`config.mk`:
```
export PLATFORM = sky130hd
export DESIGN_NAME = wiu_wakeup_unit
export DESIGN_NICKNAME = d
export VERILOG_FILES = /design/src/hdl/wiu_pkg.sv /design/src/hdl/wiu_wakeup_unit.sv
export VERILOG_INCLUDE_DIRS = /design/src /design/src/hdl
export SDC_FILE = /design/constraint.sdc
export NUM_CORES = 1
export LEC_CHECK = 0
export ABC_CLOCK_PERIOD_IN_PS = 2100
export BUFFER_PORTS_ARGS = -buffer_cell sky130_fd_sc_hd__buf_2
export CAP_MARGIN = 20
export CELL_PAD_IN_SITES_DETAIL_PLACEMENT = 1
export CELL_PAD_IN_SITES_GLOBAL_PLACEMENT = 1
export CORE_MARGIN = 2
export CORE_UTILIZATION = 26
export CTS_BUF_LIST = sky130_fd_sc_hd__clkbuf_8
export DETAILED_ROUTE_END_ITERATION = 12
export HOLD_SLACK_MARGIN = 0.12
export PLACE_DENSITY = 0.58
export SYNTH_ARGS = -nofsm -noshare
export SYNTH_HDL_FRONTEND = slang
export SYNTH_SLANG_ARGS = --single-unit
```
`constraint.sdc`:
```
create_clock -name pclk -period 2.1 [get_ports pclk]
set_input_delay 0 -clock pclk [delete_from_list [all_inputs] [get_ports pclk]]
set_output_delay 0 -clock pclk [all_outputs]
set_load 0.02 [all_outputs]
```
`src/hdl/wiu_regs.svh`:
```
// Register indices, field positions, reset values and timing counts of the wake-up unit
`ifndef WIU_REGS_SVH
`define WIU_REGS_SVH

// ----------------------------------------------------------------------
// Register indices (byte address on the bus is four times the index)
// ----------------------------------------------------------------------
`define WIU_IDX_CTRL      8'hf9
`define WIU_IDX_MASK_HI   8'hfa
`define WIU_IDX_MASK_LO   8'hfb
`define WIU_IDX_EDGE_HI   8'hfc
`define WIU_IDX_EDGE_LO   8'hfd
`define WIU_IDX_PEND_HI   8'hfe
`define WIU_IDX_PEND_LO   8'hff

// ----------------------------------------------------------------------
// Control fields and reset values
// ----------------------------------------------------------------------
`define WIU_CTRL_WAKE     0
`define WIU_CTRL_SRC      1
`define WIU_CTRL_STOP     2
`define WIU_RST_BYTE      8'h00
`define WIU_RST_LINES     16'h0000

// ----------------------------------------------------------------------
// Timing
// ----------------------------------------------------------------------
`define WIU_CLK_NS        20
`define WIU_ENTRY_CYC     2'd3
`define WIU_OSC_NS        20000
`define WIU_OSC_CYC       ((`WIU_OSC_NS + `WIU_CLK_NS - 1) / `WIU_CLK_NS)

`endif

```
`src/hdl/wiu_pkg.sv`:
```
// Types shared by the wake-up interrupt unit
package wiu_pkg;

    // Stop sequence tracker, one-hot
    typedef enum logic [5:0] {
        SEQ_IDLE  = 6'b000001,
        SEQ_ONE   = 6'b000010,
        SEQ_ZERO  = 6'b000100,
        SEQ_ENTRY = 6'b001000,
        SEQ_STOP  = 6'b010000,
        SEQ_WAKE  = 6'b100000
    } wiu_seq_t;

    // Control register image
    typedef struct packed {
        logic stop;
        logic channel_source_select;
        logic wake_mode_select;
    } wiu_ctrl_t;

    // Outputs towards clock unit and interrupt channel
    typedef struct packed {
        logic stop_request;
        logic wake_event;
        logic shared_ext_channel;
        logic cpu_clk_en;
    } wiu_sys_t;

endpackage

```
`src/hdl/wiu_wakeup_unit.sv`:
```
// Sixteen-line wake-up and external interrupt unit with APB register access
//
// Contract
// - Writes of stop bit 1,0,1 in three consecutive writes raise the stop request.
// - Third write succeeds only in wake mode, no unmasked pending, some mask set.
// - In STOP, a wake-up event from an unmasked line clears the stop bit.
// - Stop bit reads one after the first write, and after a successful third.
// - Stop request is ORed with the active-low external stop pin.
// - Any other register write during the sequence aborts it.
// - Source select zero takes the dedicated pin; one takes the sixteen lines.
// - Wake mode bit zero gives interrupts only, one adds STOP wake-up sources.
// - Masked-in pending lines give channel request if select, wake event if mode.
// - A line with mask zero never yields wake event or line interrupt.
// - Polarity zero sets pending on falling edge, one on rising; high/low halves.
// - An edge during a polarity register write does not set pending.
// - Hardware sets pending on edge; only software clears; software may set.
// - Control, mask, polarity and pending registers reset to zero.
// - Clearing one pending while another remains must give a new rising edge.
// - After wake-up from STOP the clock resumes after the oscillator delay.
`timescale 1ns/100ps
`include "wiu_regs.svh"

module wiu_wakeup_unit (
    // Clock and reset
    input  wire logic              pclk,
    input  wire logic              presetn,
    // APB slave
    input  wire logic              psel,
    input  wire logic              penable,
    input  wire logic              pwrite,
    input  wire logic [11:0]       paddr,
    input  wire logic [31:0]       pwdata,
    output logic      [31:0]       prdata,
    output logic                   pready,
    output logic                   pslverr,
    // External lines
    input  wire logic [15:0]       wake_lines,
    input  wire logic              dedicated_ext_irq_pin,
    input  wire logic              ext_stop_n,
    // Writes elsewhere in the register file (interrupt, DMA, CPU)
    input  wire logic              ext_reg_write,
    // Towards clock unit and interrupt controller
    output wiu_pkg::wiu_sys_t      sys_out
);
    import wiu_pkg::*;
    // ------------------------------------------------------------------
    // Bus decode
    // ------------------------------------------------------------------
    logic [7:0]  idx;
    logic        in_range;
    logic        mapped;
    logic        setup;
    logic        wr;
    logic        wr_ctrl;
    logic        wr_other;
    logic        wr_edge_any;
    logic        wr_pend_any;
    // Index sits in word-address bits; upper and byte bits must be zero
    assign idx      = paddr[9:2];
    assign in_range = (paddr[11:10] == 2'b00) && (paddr[1:0] == 2'b00);
    assign mapped   = in_range && (idx >= `WIU_IDX_CTRL);
    assign setup    = psel && !penable;
    assign wr       = psel && penable && pwrite;
    assign pready   = 1'b1; // Zero wait states
    // Write classification for the sequence tracker, polarity-write edge blocking and channel re-arm
    assign wr_ctrl     = wr && in_range && (idx == `WIU_IDX_CTRL);
    assign wr_other    = (wr && !wr_ctrl) || ext_reg_write;
    assign wr_edge_any = wr && in_range &&
                         ((idx == `WIU_IDX_EDGE_HI) || (idx == `WIU_IDX_EDGE_LO));
    assign wr_pend_any = wr && in_range &&
                         ((idx == `WIU_IDX_PEND_HI) || (idx == `WIU_IDX_PEND_LO));

    // ------------------------------------------------------------------
    // Configuration registers
    // ------------------------------------------------------------------
    logic        src_reg;
    logic        wake_reg;
    logic [15:0] mask_reg;
    logic [15:0] edge_reg;
    // Control bits written by software only
    always_ff @(posedge pclk or negedge presetn) begin
        if (!presetn) begin
            src_reg  <= 1'b0;
            wake_reg <= 1'b0;
        end else if (wr_ctrl) begin
            src_reg  <= pwdata[`WIU_CTRL_SRC];
            wake_reg <= pwdata[`WIU_CTRL_WAKE];
        end
    end

    // Mask halves
    always_ff @(posedge pclk or negedge presetn) begin
        if (!presetn) begin
            mask_reg <= `WIU_RST_LINES;
        end else if (wr && in_range && idx == `WIU_IDX_MASK_HI) begin
            mask_reg[15:8] <= pwdata[7:0];
        end else if (wr && in_range && idx == `WIU_IDX_MASK_LO) begin
            mask_reg[7:0] <= pwdata[7:0];
        end
    end

    // Edge polarity halves
    always_ff @(posedge pclk or negedge presetn) begin
        if (!presetn) begin
            edge_reg <= `WIU_RST_LINES;
        end else if (wr && in_range && idx == `WIU_IDX_EDGE_HI) begin
            edge_reg[15:8] <= pwdata[7:0];
        end else if (wr && in_range && idx == `WIU_IDX_EDGE_LO) begin
            edge_reg[7:0] <= pwdata[7:0];
        end
    end

    // ------------------------------------------------------------------
    // Line sampling and pending flags
    // ------------------------------------------------------------------
    logic [15:0] prev_reg;
    logic        prev_valid_reg;
    logic [15:0] hw_set;
    logic [15:0] pend_reg;
    logic [15:0] pend_next;
    logic [15:0] pend_we;
    logic [15:0] pend_wval;
    // Previous line levels; first sample after reset only arms detection
    always_ff @(posedge pclk or negedge presetn) begin
        if (!presetn) begin
            prev_reg       <= `WIU_RST_LINES;
            prev_valid_reg <= 1'b0;
        end else begin
            prev_reg       <= wake_lines;
            prev_valid_reg <= 1'b1;
        end
    end

    assign pend_we   = {{8{wr && in_range && idx == `WIU_IDX_PEND_HI}},
                        {8{wr && in_range && idx == `WIU_IDX_PEND_LO}}};
    assign pend_wval = {pwdata[7:0], pwdata[7:0]};

    // Per-line edge select and flag update; a hardware set beats a clear
    genvar gi;
    generate
        for (gi = 0; gi < 16; gi++) begin : g_line
            logic hit;
            assign hit = edge_reg[gi] ? (wake_lines[gi] && !prev_reg[gi])
                                      : (!wake_lines[gi] && prev_reg[gi]);
            assign hw_set[gi] = hit && prev_valid_reg && !wr_edge_any;
            assign pend_next[gi] = (pend_we[gi] ? pend_wval[gi] : pend_reg[gi])
                                   | hw_set[gi];
        end
    endgenerate

    // Pending flags
    always_ff @(posedge pclk or negedge presetn) begin
        if (!presetn) begin
            pend_reg <= `WIU_RST_LINES;
        end else begin
            pend_reg <= pend_next;
        end
    end

    // ------------------------------------------------------------------
    // Line request, wake event and shared channel
    // ------------------------------------------------------------------
    logic        line_any;
    logic        wake_evt;
    logic        shared_reg;
    assign line_any = |(mask_reg & pend_reg);
    assign wake_evt = wake_reg && line_any;

    // Channel request is registered; a pending write drops it for one
    // cycle so any flag still set makes a fresh rising edge afterwards
    always_ff @(posedge pclk or negedge presetn) begin
        if (!presetn) begin
            shared_reg <= 1'b0;
        end else if (src_reg) begin
            shared_reg <= line_any && !wr_pend_any;
        end else begin
            shared_reg <= dedicated_ext_irq_pin;
        end
    end

    // ------------------------------------------------------------------
    // Stop sequence tracker
    // ------------------------------------------------------------------
    wiu_seq_t    seq_reg;
    wiu_seq_t    seq_next;
    logic [1:0]  entry_cnt_reg;
    logic [15:0] osc_cnt_reg;
    logic        stop_ok;
    logic        stop_wbit;
    logic        stop_bit;
    assign stop_wbit = pwdata[`WIU_CTRL_STOP];
    assign stop_ok   = wake_reg && !line_any && (|mask_reg);

    // Next state
    always_comb begin
        seq_next = seq_reg;
        case (seq_reg)
            SEQ_IDLE: begin
                if (wr_ctrl && !ext_reg_write && stop_wbit) begin
                    seq_next = SEQ_ONE;
                end
            end
            SEQ_ONE: begin
                if (wr_other) begin
                    seq_next = SEQ_IDLE;
                end else if (wr_ctrl) begin
                    seq_next = stop_wbit ? SEQ_ONE : SEQ_ZERO;
                end
            end
            SEQ_ZERO: begin
                if (wr_other) begin
                    seq_next = SEQ_IDLE;
                end else if (wr_ctrl) begin
                    if (stop_wbit && stop_ok) begin
                        seq_next = SEQ_ENTRY;
                    end else begin
                        seq_next = SEQ_IDLE;
                    end
                end
            end
            SEQ_ENTRY: begin
                // Entry takes a few cycles; a write or wake-up here cancels
                if (wr || ext_reg_write || wake_evt) begin
                    seq_next = SEQ_IDLE;
                end else if (entry_cnt_reg == `WIU_ENTRY_CYC - 2'd1) begin
                    seq_next = SEQ_STOP;
                end
            end
            SEQ_STOP: begin
                if (wake_evt) begin
                    seq_next = SEQ_WAKE;
                end
            end
            SEQ_WAKE: begin
                if (osc_cnt_reg == 16'(`WIU_OSC_CYC - 1)) begin
                    seq_next = SEQ_IDLE;
                end
            end
            default: begin
                seq_next = SEQ_IDLE;
            end
        endcase
    end

    // State register
    always_ff @(posedge pclk or negedge presetn) begin
        if (!presetn) begin
            seq_reg <= SEQ_IDLE;
        end else begin
            seq_reg <= seq_next;
        end
    end

    // Entry and oscillator restart counters
    always_ff @(posedge pclk or negedge presetn) begin
        if (!presetn) begin
            entry_cnt_reg <= 2'd0;
            osc_cnt_reg   <= 16'd0;
        end else begin
            entry_cnt_reg <= (seq_reg == SEQ_ENTRY) ? entry_cnt_reg + 2'd1 : 2'd0;
            osc_cnt_reg   <= (seq_reg == SEQ_WAKE) ? osc_cnt_reg + 16'd1 : 16'd0;
        end
    end

    // Stop bit is one after the first write and once the sequence succeeded
    assign stop_bit = (seq_reg == SEQ_ONE) || (seq_reg == SEQ_ENTRY) ||
                      (seq_reg == SEQ_STOP);

    // ------------------------------------------------------------------
    // Outputs
    // ------------------------------------------------------------------
    assign sys_out.stop_request = (seq_reg == SEQ_ENTRY) || (seq_reg == SEQ_STOP) ||
                                  !ext_stop_n;
    assign sys_out.wake_event         = wake_evt;
    assign sys_out.shared_ext_channel = shared_reg;
    assign sys_out.cpu_clk_en = !((seq_reg == SEQ_STOP) || (seq_reg == SEQ_WAKE));

    // ------------------------------------------------------------------
    // Read data and error, captured in the setup cycle
    // ------------------------------------------------------------------
    wiu_ctrl_t   ctrl_rd;
    logic [7:0]  rd_byte;
    assign ctrl_rd = '{stop: stop_bit, channel_source_select: src_reg,
                       wake_mode_select: wake_reg};

    // Read mux, reserved bits as zero
    always_comb begin
        rd_byte = 8'h00;
        case (idx)
            `WIU_IDX_CTRL:    rd_byte = {5'h00, ctrl_rd};
            `WIU_IDX_MASK_HI: rd_byte = mask_reg[15:8];
            `WIU_IDX_MASK_LO: rd_byte = mask_reg[7:0];
            `WIU_IDX_EDGE_HI: rd_byte = edge_reg[15:8];
            `WIU_IDX_EDGE_LO: rd_byte = edge_reg[7:0];
            `WIU_IDX_PEND_HI: rd_byte = pend_reg[15:8];
            `WIU_IDX_PEND_LO: rd_byte = pend_reg[7:0];
            default:          rd_byte = 8'h00;
        endcase
    end

    // Data held through the access phase
    always_ff @(posedge pclk or negedge presetn) begin
        if (!presetn) begin
            prdata  <= 32'h0000_0000;
            pslverr <= 1'b0;
        end else if (setup) begin
            prdata  <= (mapped && !pwrite) ? {24'h00_0000, rd_byte} : 32'h0000_0000;
            pslverr <= !mapped;
        end
    end
endmodule

```
==> results.md, run 1 <==
- Status: completed
- CTS tree: done
- Clk pin slew, worst setup/hold paths: 90 ps
- Yosys warns: 0
- Die area: 21160 µm²
- RSZ-0062 raised after global routing: yes
- Vias in the first global route: 4327
- Combinational Power Share: 13.3%
- Top_reg_cell synth: dfrtp_1
- Main combinational cell family by area after synthesis: simple AND/OR/NAND/NOR gates
- Area delta synth->final: 24.07%
- Post-Synth Adder-Cell Area: 0.4810%
- Register area share after synthesis: 48.61%
- CTS max path bufs: 2
- Buf/Inv on CP: 0
- Routed Antenna Nets: 0
- FMAX: 490.2 MHz
- Slew Viols, Final: 0
- Number of diodes: 0
- Yosys reg bits: 101
- CP max stage cell: or4_4
- Worst Clk Skew: 6.877 ps
- Netlist cell types: 60
- Power per cell area: 613.5 nW/µm²
- Wire length of the first global-routing pass: 23520 µm
- Peak supply drop: 0.0003434 V
- Worst relative slew slack: 57.59%
- Post-Syn Instances: 482
- Crit-path cells: or4_4 -> nor4_4 -> o22ai_2 -> or4_4 -> o41ai_4
- Setup crit end kind: flip-flop
- Clock Tree Root: clkbuf_8
- WS Path Type: flip-flop to flip-flop
- Setup TNS: 0 ps
- Clock sinks: 101
- IO buf count: 56
- Largest net degree at the start of global routing: 45
- Post-Synth Simple-Gate Area: 16.14%
- CP max stage delay: 540 ps
- Routed WL: 14560 µm
- P_sw: 1060 µW
- H-Tree Depth: 3
- Clock Latency Late Sink: 390 ps
- Initial core utilization: 26.64%
- Die width: 145.5 µm
- Via density: 4.730
- Die height: 145.5 µm
- Post-synthesis xor/xnor area fraction: 2.357%
- Final worst-path cycle share: 97.14%
- Post-DP Area: 5817 µm²
- FFs w/ async S/R, synth: 100.0%
- Synthesized area per cell: 10.79 µm²
- DP HPWL: 10390 µm
- Clock buffer count from CTS: 9
- Starting DRT DRC Count: 172
- Drt first pass iters: 4
- Final hold vios: 0
- Clk pwr share: 35.3%
- EDFF count, synth: 0
- Crit path max fanout: 3
- Ports: 106
- DR vias: 4049
- DRC errors left: 0
- Core area: 19530 µm²
- GRT Total Usage: 14.12%
- Net Sw Frac: 26.75%
- Design Area, Final: 6455 µm²
- NumNets Final: 656
- Mux contribution to synthesized area: 15.42%
- FP Rows: 51
- Worst-Margin Slew: 636.1 ps
- Top Family by Delay on Critical Path: simple AND/OR/NAND/NOR gates
- Data arrival, critical path: 2330 ps
- Min Tclk post-route: 2040 ps
- Wirelength per Cell: 17.01 µm
- GR Overflow Total: 0
- Internal power: 2901 µW
- Max-cap violation count: 0
- Crit-path most repeated cell: or4_4
- Gpl congestion: 0.7958
- Complex-gate fraction of the synthesized area: 11.33%
- Initial antenna violation count: 0
- Mapped cell area: 5202 µm²
- Critical Path RT: 2390 ps
- Final Setup Violations: 0
- Total power draw: 3960 µW
- Startpoint type of the worst setup path: flip-flop
- Static Leakage: 0.002924 µW
- Class of the worst hold path: input port to async pin
- Layout cells sized above 1: 29.10%
- Sequential Power Share: 51.3%
## area by class of cell
cell class / instances / area, µm²
Clock buffer: 13 / 178.9
Clock inverter: 3 / 50.05
Fill cell: 2245 / 13070
Inverter: 4 / 15.01
Multi-Input combinational cell: 357 / 2535
Sequential cell: 101 / 2529
Tap cell: 265 / 331.6
Timing Repair Buffer: 113 / 815.8
## repair_timing
item / CTS / global route
gates resized for setup: 3 / 8
hold buffers: 32 / 0
buffers inserted: 2 / 2
pin swaps: 2 / 5
endpoints found under the hold margin: 152 / 0
setup endpoints to repair: 2 / 4
## Yosys cell counts (2+ instances only)
cell type / n / area share, %
nor3b_1: 3 / 0.43
a21oi_1: 23 / 2.2
a221oi_1: 8 / 1.3
nand4b_1: 2 / 0.34
and2_1: 3 / 0.36
nor4_1: 5 / 0.60
mux2_2: 46 / 10
o21ai_0: 27 / 2.6
nand2b_1: 3 / 0.36
o22ai_1: 2 / 0.24
inv_1: 4 / 0.29
a21o_1: 3 / 0.43
nand4_1: 6 / 0.72
dfrtp_1: 100 / 48
xnor2_1: 4 / 0.67
conb_1: 2 / 0.14
nor4_2: 2 / 0.48
ha_1: 2 / 0.48
nor2b_1: 10 / 1.2
clkbuf_1: 10 / 0.72
buf_4: 27 / 3.9
xor2_1: 10 / 1.7
a31oi_1: 3 / 0.36
nor2_1: 56 / 4.0
or4_1: 2 / 0.29
nand3_1: 8 / 0.77
a22oi_1: 7 / 1.0
and3_1: 4 / 0.48
a211oi_1: 4 / 0.58
a22o_1: 4 / 0.67
mux2i_1: 16 / 3.1
and4_1: 3 / 0.51
or3_1: 4 / 0.48
buf_1: 2 / 0.14
buf_2: 4 / 0.38
nand2_1: 31 / 2.2
nor3_1: 5 / 0.48
mux4_2: 5 / 2.2
## power groups by stage
| stage | combinational, µW | sequential [µW] | clock [µW] |
|---|---|---|---|
| 2_1_floorplan | 325 | 2060 | 0 |
| 6_report | 528 | 2030 | 1400 |
| 3_3_place_gp | 470 | 2070 | 0 |
| 4_1_cts | 527 | 2030 | 1460 |
| 5_1_grt | 586 | 2040 | 1540 |
| 3_5_place_dp | 480 | 2070 | 0 |
## worst reg2reg max path, stage by stage (launching register included)
cell and delay [ps]:
dfrtp_1 400, or4_4 540, nor4_4 270, o22ai_2 150, or4_4 520, o41ai_4 60
## kinds of logic after synthesis
family,after synthesis
and+or+nand+nor,157
DFF,101
AOI/OAI and AO/OA,90
muxes,68
buffers and inverters,48
xor gates and xnor gates,14
adders and majority gates,2
other,2
## layout by cell type (no fill, tap or decap), types with 10 or more instances in the layout
| master | instances |
|---|---|
| dlygate4sd3_1 | 32 |
| buf_4 | 24 |
| a21oi_1 | 23 |
| nor2_1 | 56 |
| clkbuf_8 | 13 |
| o21ai_0 | 27 |
| mux2_2 | 46 |
| xor2_1 | 10 |
| buf_2 | 55 |
| nor2b_1 | 10 |
| nand2_1 | 31 |
| mux2i_1 | 16 |
| dfrtp_1 | 100 |
| conb_1 | 26 |
## routing by layer
| layer | GRT usage, % | share of wire, % | vias up |
|---|---|---|---|
| met1 | 18.15 | 46 | 2073 |
| met5 | 0 | 0 | - |
| met3 | 3.511 | 3.5 | 12 |
| met2 | 24.15 | 50 | 73 |
| met4 | 2.990 | 0.82 | 0 |
| li1 | - | - | 1891 |
## final timing paths
check | start | endpoint | slack, ps | cells past startpoint
max in group asynchronous | presetn | pend_reg[1] | 1240 | 3
worst max register to register | osc_cnt_reg[15] | seq_reg[3] | 60 | 5
worst max-delay path | osc_cnt_reg[15] | seq_reg[3] | 60 | 5
min in group pclk | penable | prdata[5] | 190 | 4
worst min register to register | entry_cnt_reg[0] | entry_cnt_reg[0] | 450 | 1
worst min-delay path | presetn | edge_reg[6] | 170 | 2
## per-stage QoR
stage                     hold WS [ps]  setup slack (ps)  instances  util, %
after global routing             201.9            -2.903        856    33.06
final                            165.6             59.99        856    33.06
after floorplan                 -295.6             148.0        506        -
after global placement           61.58             93.92        804    29.79
after CTS                        166.3             12.30        854    32.74
after detailed placement         66.85             25.80        804    29.79
No activity file was read; power rests on OpenSTA's default activity.
==> run 2, diff against run 1 <==
--- a/config.mk
+++ b/config.mk
@@ -16,7 +16,7 @@
 export CTS_BUF_LIST = sky130_fd_sc_hd__clkbuf_8
 export DETAILED_ROUTE_END_ITERATION = 12
 export HOLD_SLACK_MARGIN = 0.12
-export PLACE_DENSITY = 0.58
+export PLACE_DENSITY_LB_ADDON = 0.1
 export SYNTH_ARGS = -nofsm -noshare
 export SYNTH_HDL_FRONTEND = slang
 export SYNTH_SLANG_ARGS = --single-unit
==> run 2 against run 1 <==
Against the previous run: via count increased by 0.91%; critical path depth unchanged; sequential cell count unchanged.
==> results.md, run 2 (synthesized netlist as in run 1, its figures left out) <==
- Status: completed
- Min Tclk post-route: 2020 ps (-19.64 ps)
- Core area: 19530 µm² (unchanged)
- Worst relative slew slack: 56.51% (-1.1 points)
- Setup crit end kind: flip-flop
- Number of diodes: 0 (unchanged)
- DP HPWL: 10910 µm (+5.0%)
- RSZ-0062 raised after global routing: yes
- CTS tree: done
- Area delta synth->final: 24.15% (about the same)
- Initial antenna violation count: 0 (unchanged)
- Clock buffer count from CTS: 9 (unchanged)
- Final worst-path cycle share: 96.21% (-0.94 points)
- Final Setup Violations: 0 (unchanged)
- Wirelength per Cell: 17.45 µm (+2.6%)
- Most frequent cells in the layout: dfrtp_1, nor2_1, buf_2, mux2_2, buf_4
- Final hold vios: 0 (unchanged)
- GRT Total Usage: 14.69% (+0.57 points)
- Clk pwr share: 32.1% (-3.2 points)
- Ports: 106 (unchanged)
- Routed Antenna Nets: 0 (unchanged)
- Combinational Power Share: 14.3% (+1.0 points)
- Die height: 145.5 µm (unchanged)
- Class of the worst hold path: input port to async pin
- IO buf count: 56 (unchanged)
- Clock Latency Late Sink: 390 ps (about the same)
- WS Path Type: flip-flop to flip-flop
- Drt first pass iters: 4 (unchanged)
- Wire length of the first global-routing pass: 24280 µm (+3.2%)
- Net Sw Frac: 29.20% (+2.4 points)
- Sequential Power Share: 53.6% (+2.3 points)
- FMAX: 495.0 MHz (+0.97%)
- Via density: 4.713 (-0.37%)
- Crit path max fanout: 4 (+1)
- Peak supply drop: 0.0002824 V (-18%)
- Gpl congestion: 0.8099 (+1.8%)
- Worst-Margin Slew: 652.4 ps (+16.25 ps)
- Startpoint type of the worst setup path: flip-flop
- Static Leakage: 0.002939 µW (+0.52%)
- Internal power: 2686 µW (-7.4%)
- Layout cells sized above 1: 29.90% (+0.80 points)
- Fin cells: 867 (+1.3%)
- CTS max path bufs: 2 (unchanged)
- Die area: 21160 µm² (unchanged)
- Clock sinks: 101 (unchanged)
- Power per cell area: 587.5 nW/µm² (-4.2%)
- P_sw: 1108 µW (+4.6%)
- Data arrival, critical path: 2310 ps (-20 ps)
- Max-cap violation count: 0 (unchanged)
- DR vias: 4086 (+0.91%)
- Initial core utilization: 26.64% (unchanged)
- Starting DRT DRC Count: 99 (-42%)
- FP Rows: 51 (unchanged)
- Largest net degree at the start of global routing: 46 (+2.2%)
- GR Overflow Total: 0 (unchanged)
- Critical Path RT: 2390 ps (about the same)
- DRC errors left: 0 (unchanged)
- Routed WL: 15130 µm (+3.9%)
- Slew Viols, Final: 0 (unchanged)
- Clk pin slew, worst setup/hold paths: 110 ps (+20 ps)
- Vias in the first global route: 4378 (+1.2%)
- Die width: 145.5 µm (unchanged)
- NumNets Final: 667 (+1.7%)
- Worst Clk Skew: 14.48 ps (+7.608 ps)
- Placed Cells: 816 (+1.5%)
- Commonest non-fill, non-tap cell in the layout: dfrtp_1
- Clock Tree Root: clkbuf_8
- H-Tree Depth: 3 (unchanged)
- Final Core Density: 33.08% (about the same)
[run 2: changes by cell type in the layout (fill, tap and decap cells not counted), sizes merged]
| cell | change |
|---|---|
| buf | +10 |
| inv | +1 |
| clkbuf | -3 |
| dlygate4sd3 | +1 |
| clkinvlp | +2 |
| clkinv | +1 |
| bufinv | -1 |
[run 2: final timing paths]
path	start	endpoint	slack (ps)	cells past startpoint
min reg2reg	entry_cnt_reg[0]	entry_cnt_reg[0]	430	1
max	osc_cnt_reg[11]	seq_reg[1]	80	5
min	presetn	entry_cnt_reg[1]	150	2
min in group pclk	paddr[4]	prdata[1]	230	4
max reg2reg	osc_cnt_reg[11]	seq_reg[1]	80	5
max in group asynchronous	presetn	edge_reg[6]	1250	3
[run 2: per-layer routing]
layer | global-route usage [%] | share of wire [%]
met5 | 0 | 0
met1 | 19.54 | 47
met4 | 4.216 | 1.1
met2 | 24.60 | 49
met3 | 2.602 | 2.8
[run 2: repair_timing]
item,in CTS,in global routing
hold endpoints to repair,144,0
resized for setup,0,7
hold buffers,33,0
setup endpoints to repair,0,2
setup buffers,0,2
[run 2: cell type report]
class	instances	area, µm²
clock inverter	6	46.29
fill	2223	13070
multi-input combinational	357	2511
inverter	4	15.01
sequential	101	2529
timing repair buffer	124	888.4
clock buffer	10	137.6
tap	265	331.6
[run 2: power by group through the flow]
stage               clock network (µW)  logic, µW  registers (µW)
floorplan                            0        325            2060
global placement                     0        493            2070
detailed placement                   0        499            2070
CTS                               1280        547            2030
global route                      1350        606            2040
finish                            1220        544            2030
[run 2: stage by stage]
step | instance area (µm²) | setup WS, ps | TNS (ps) | total power (µW) | hold slack (ps)
6_report | 6459 | 79.63 | 0 | 3795 | 145.8
3_5_place_dp | 5894 | 29.67 | 0 | 2570 | 73.00
4_1_cts | 6409 | 4.998 | 0 | 3858 | 183.2
3_3_place_gp | 5894 | 68.98 | 0 | 2560 | 69.25
2_1_floorplan | 5293 | 148.0 | 0 | 2382 | -295.6
5_1_grt | 6459 | -10.48 | -10.48 | 4001 | 194.9
[run 2: critical path, cell delays in order, from the launching register on]
cell and delay [ps]:
dfrtp_1 390, or4_4 550, nor4_4 280, o22ai_2 160, o21bai_4 220, mux2_1 320
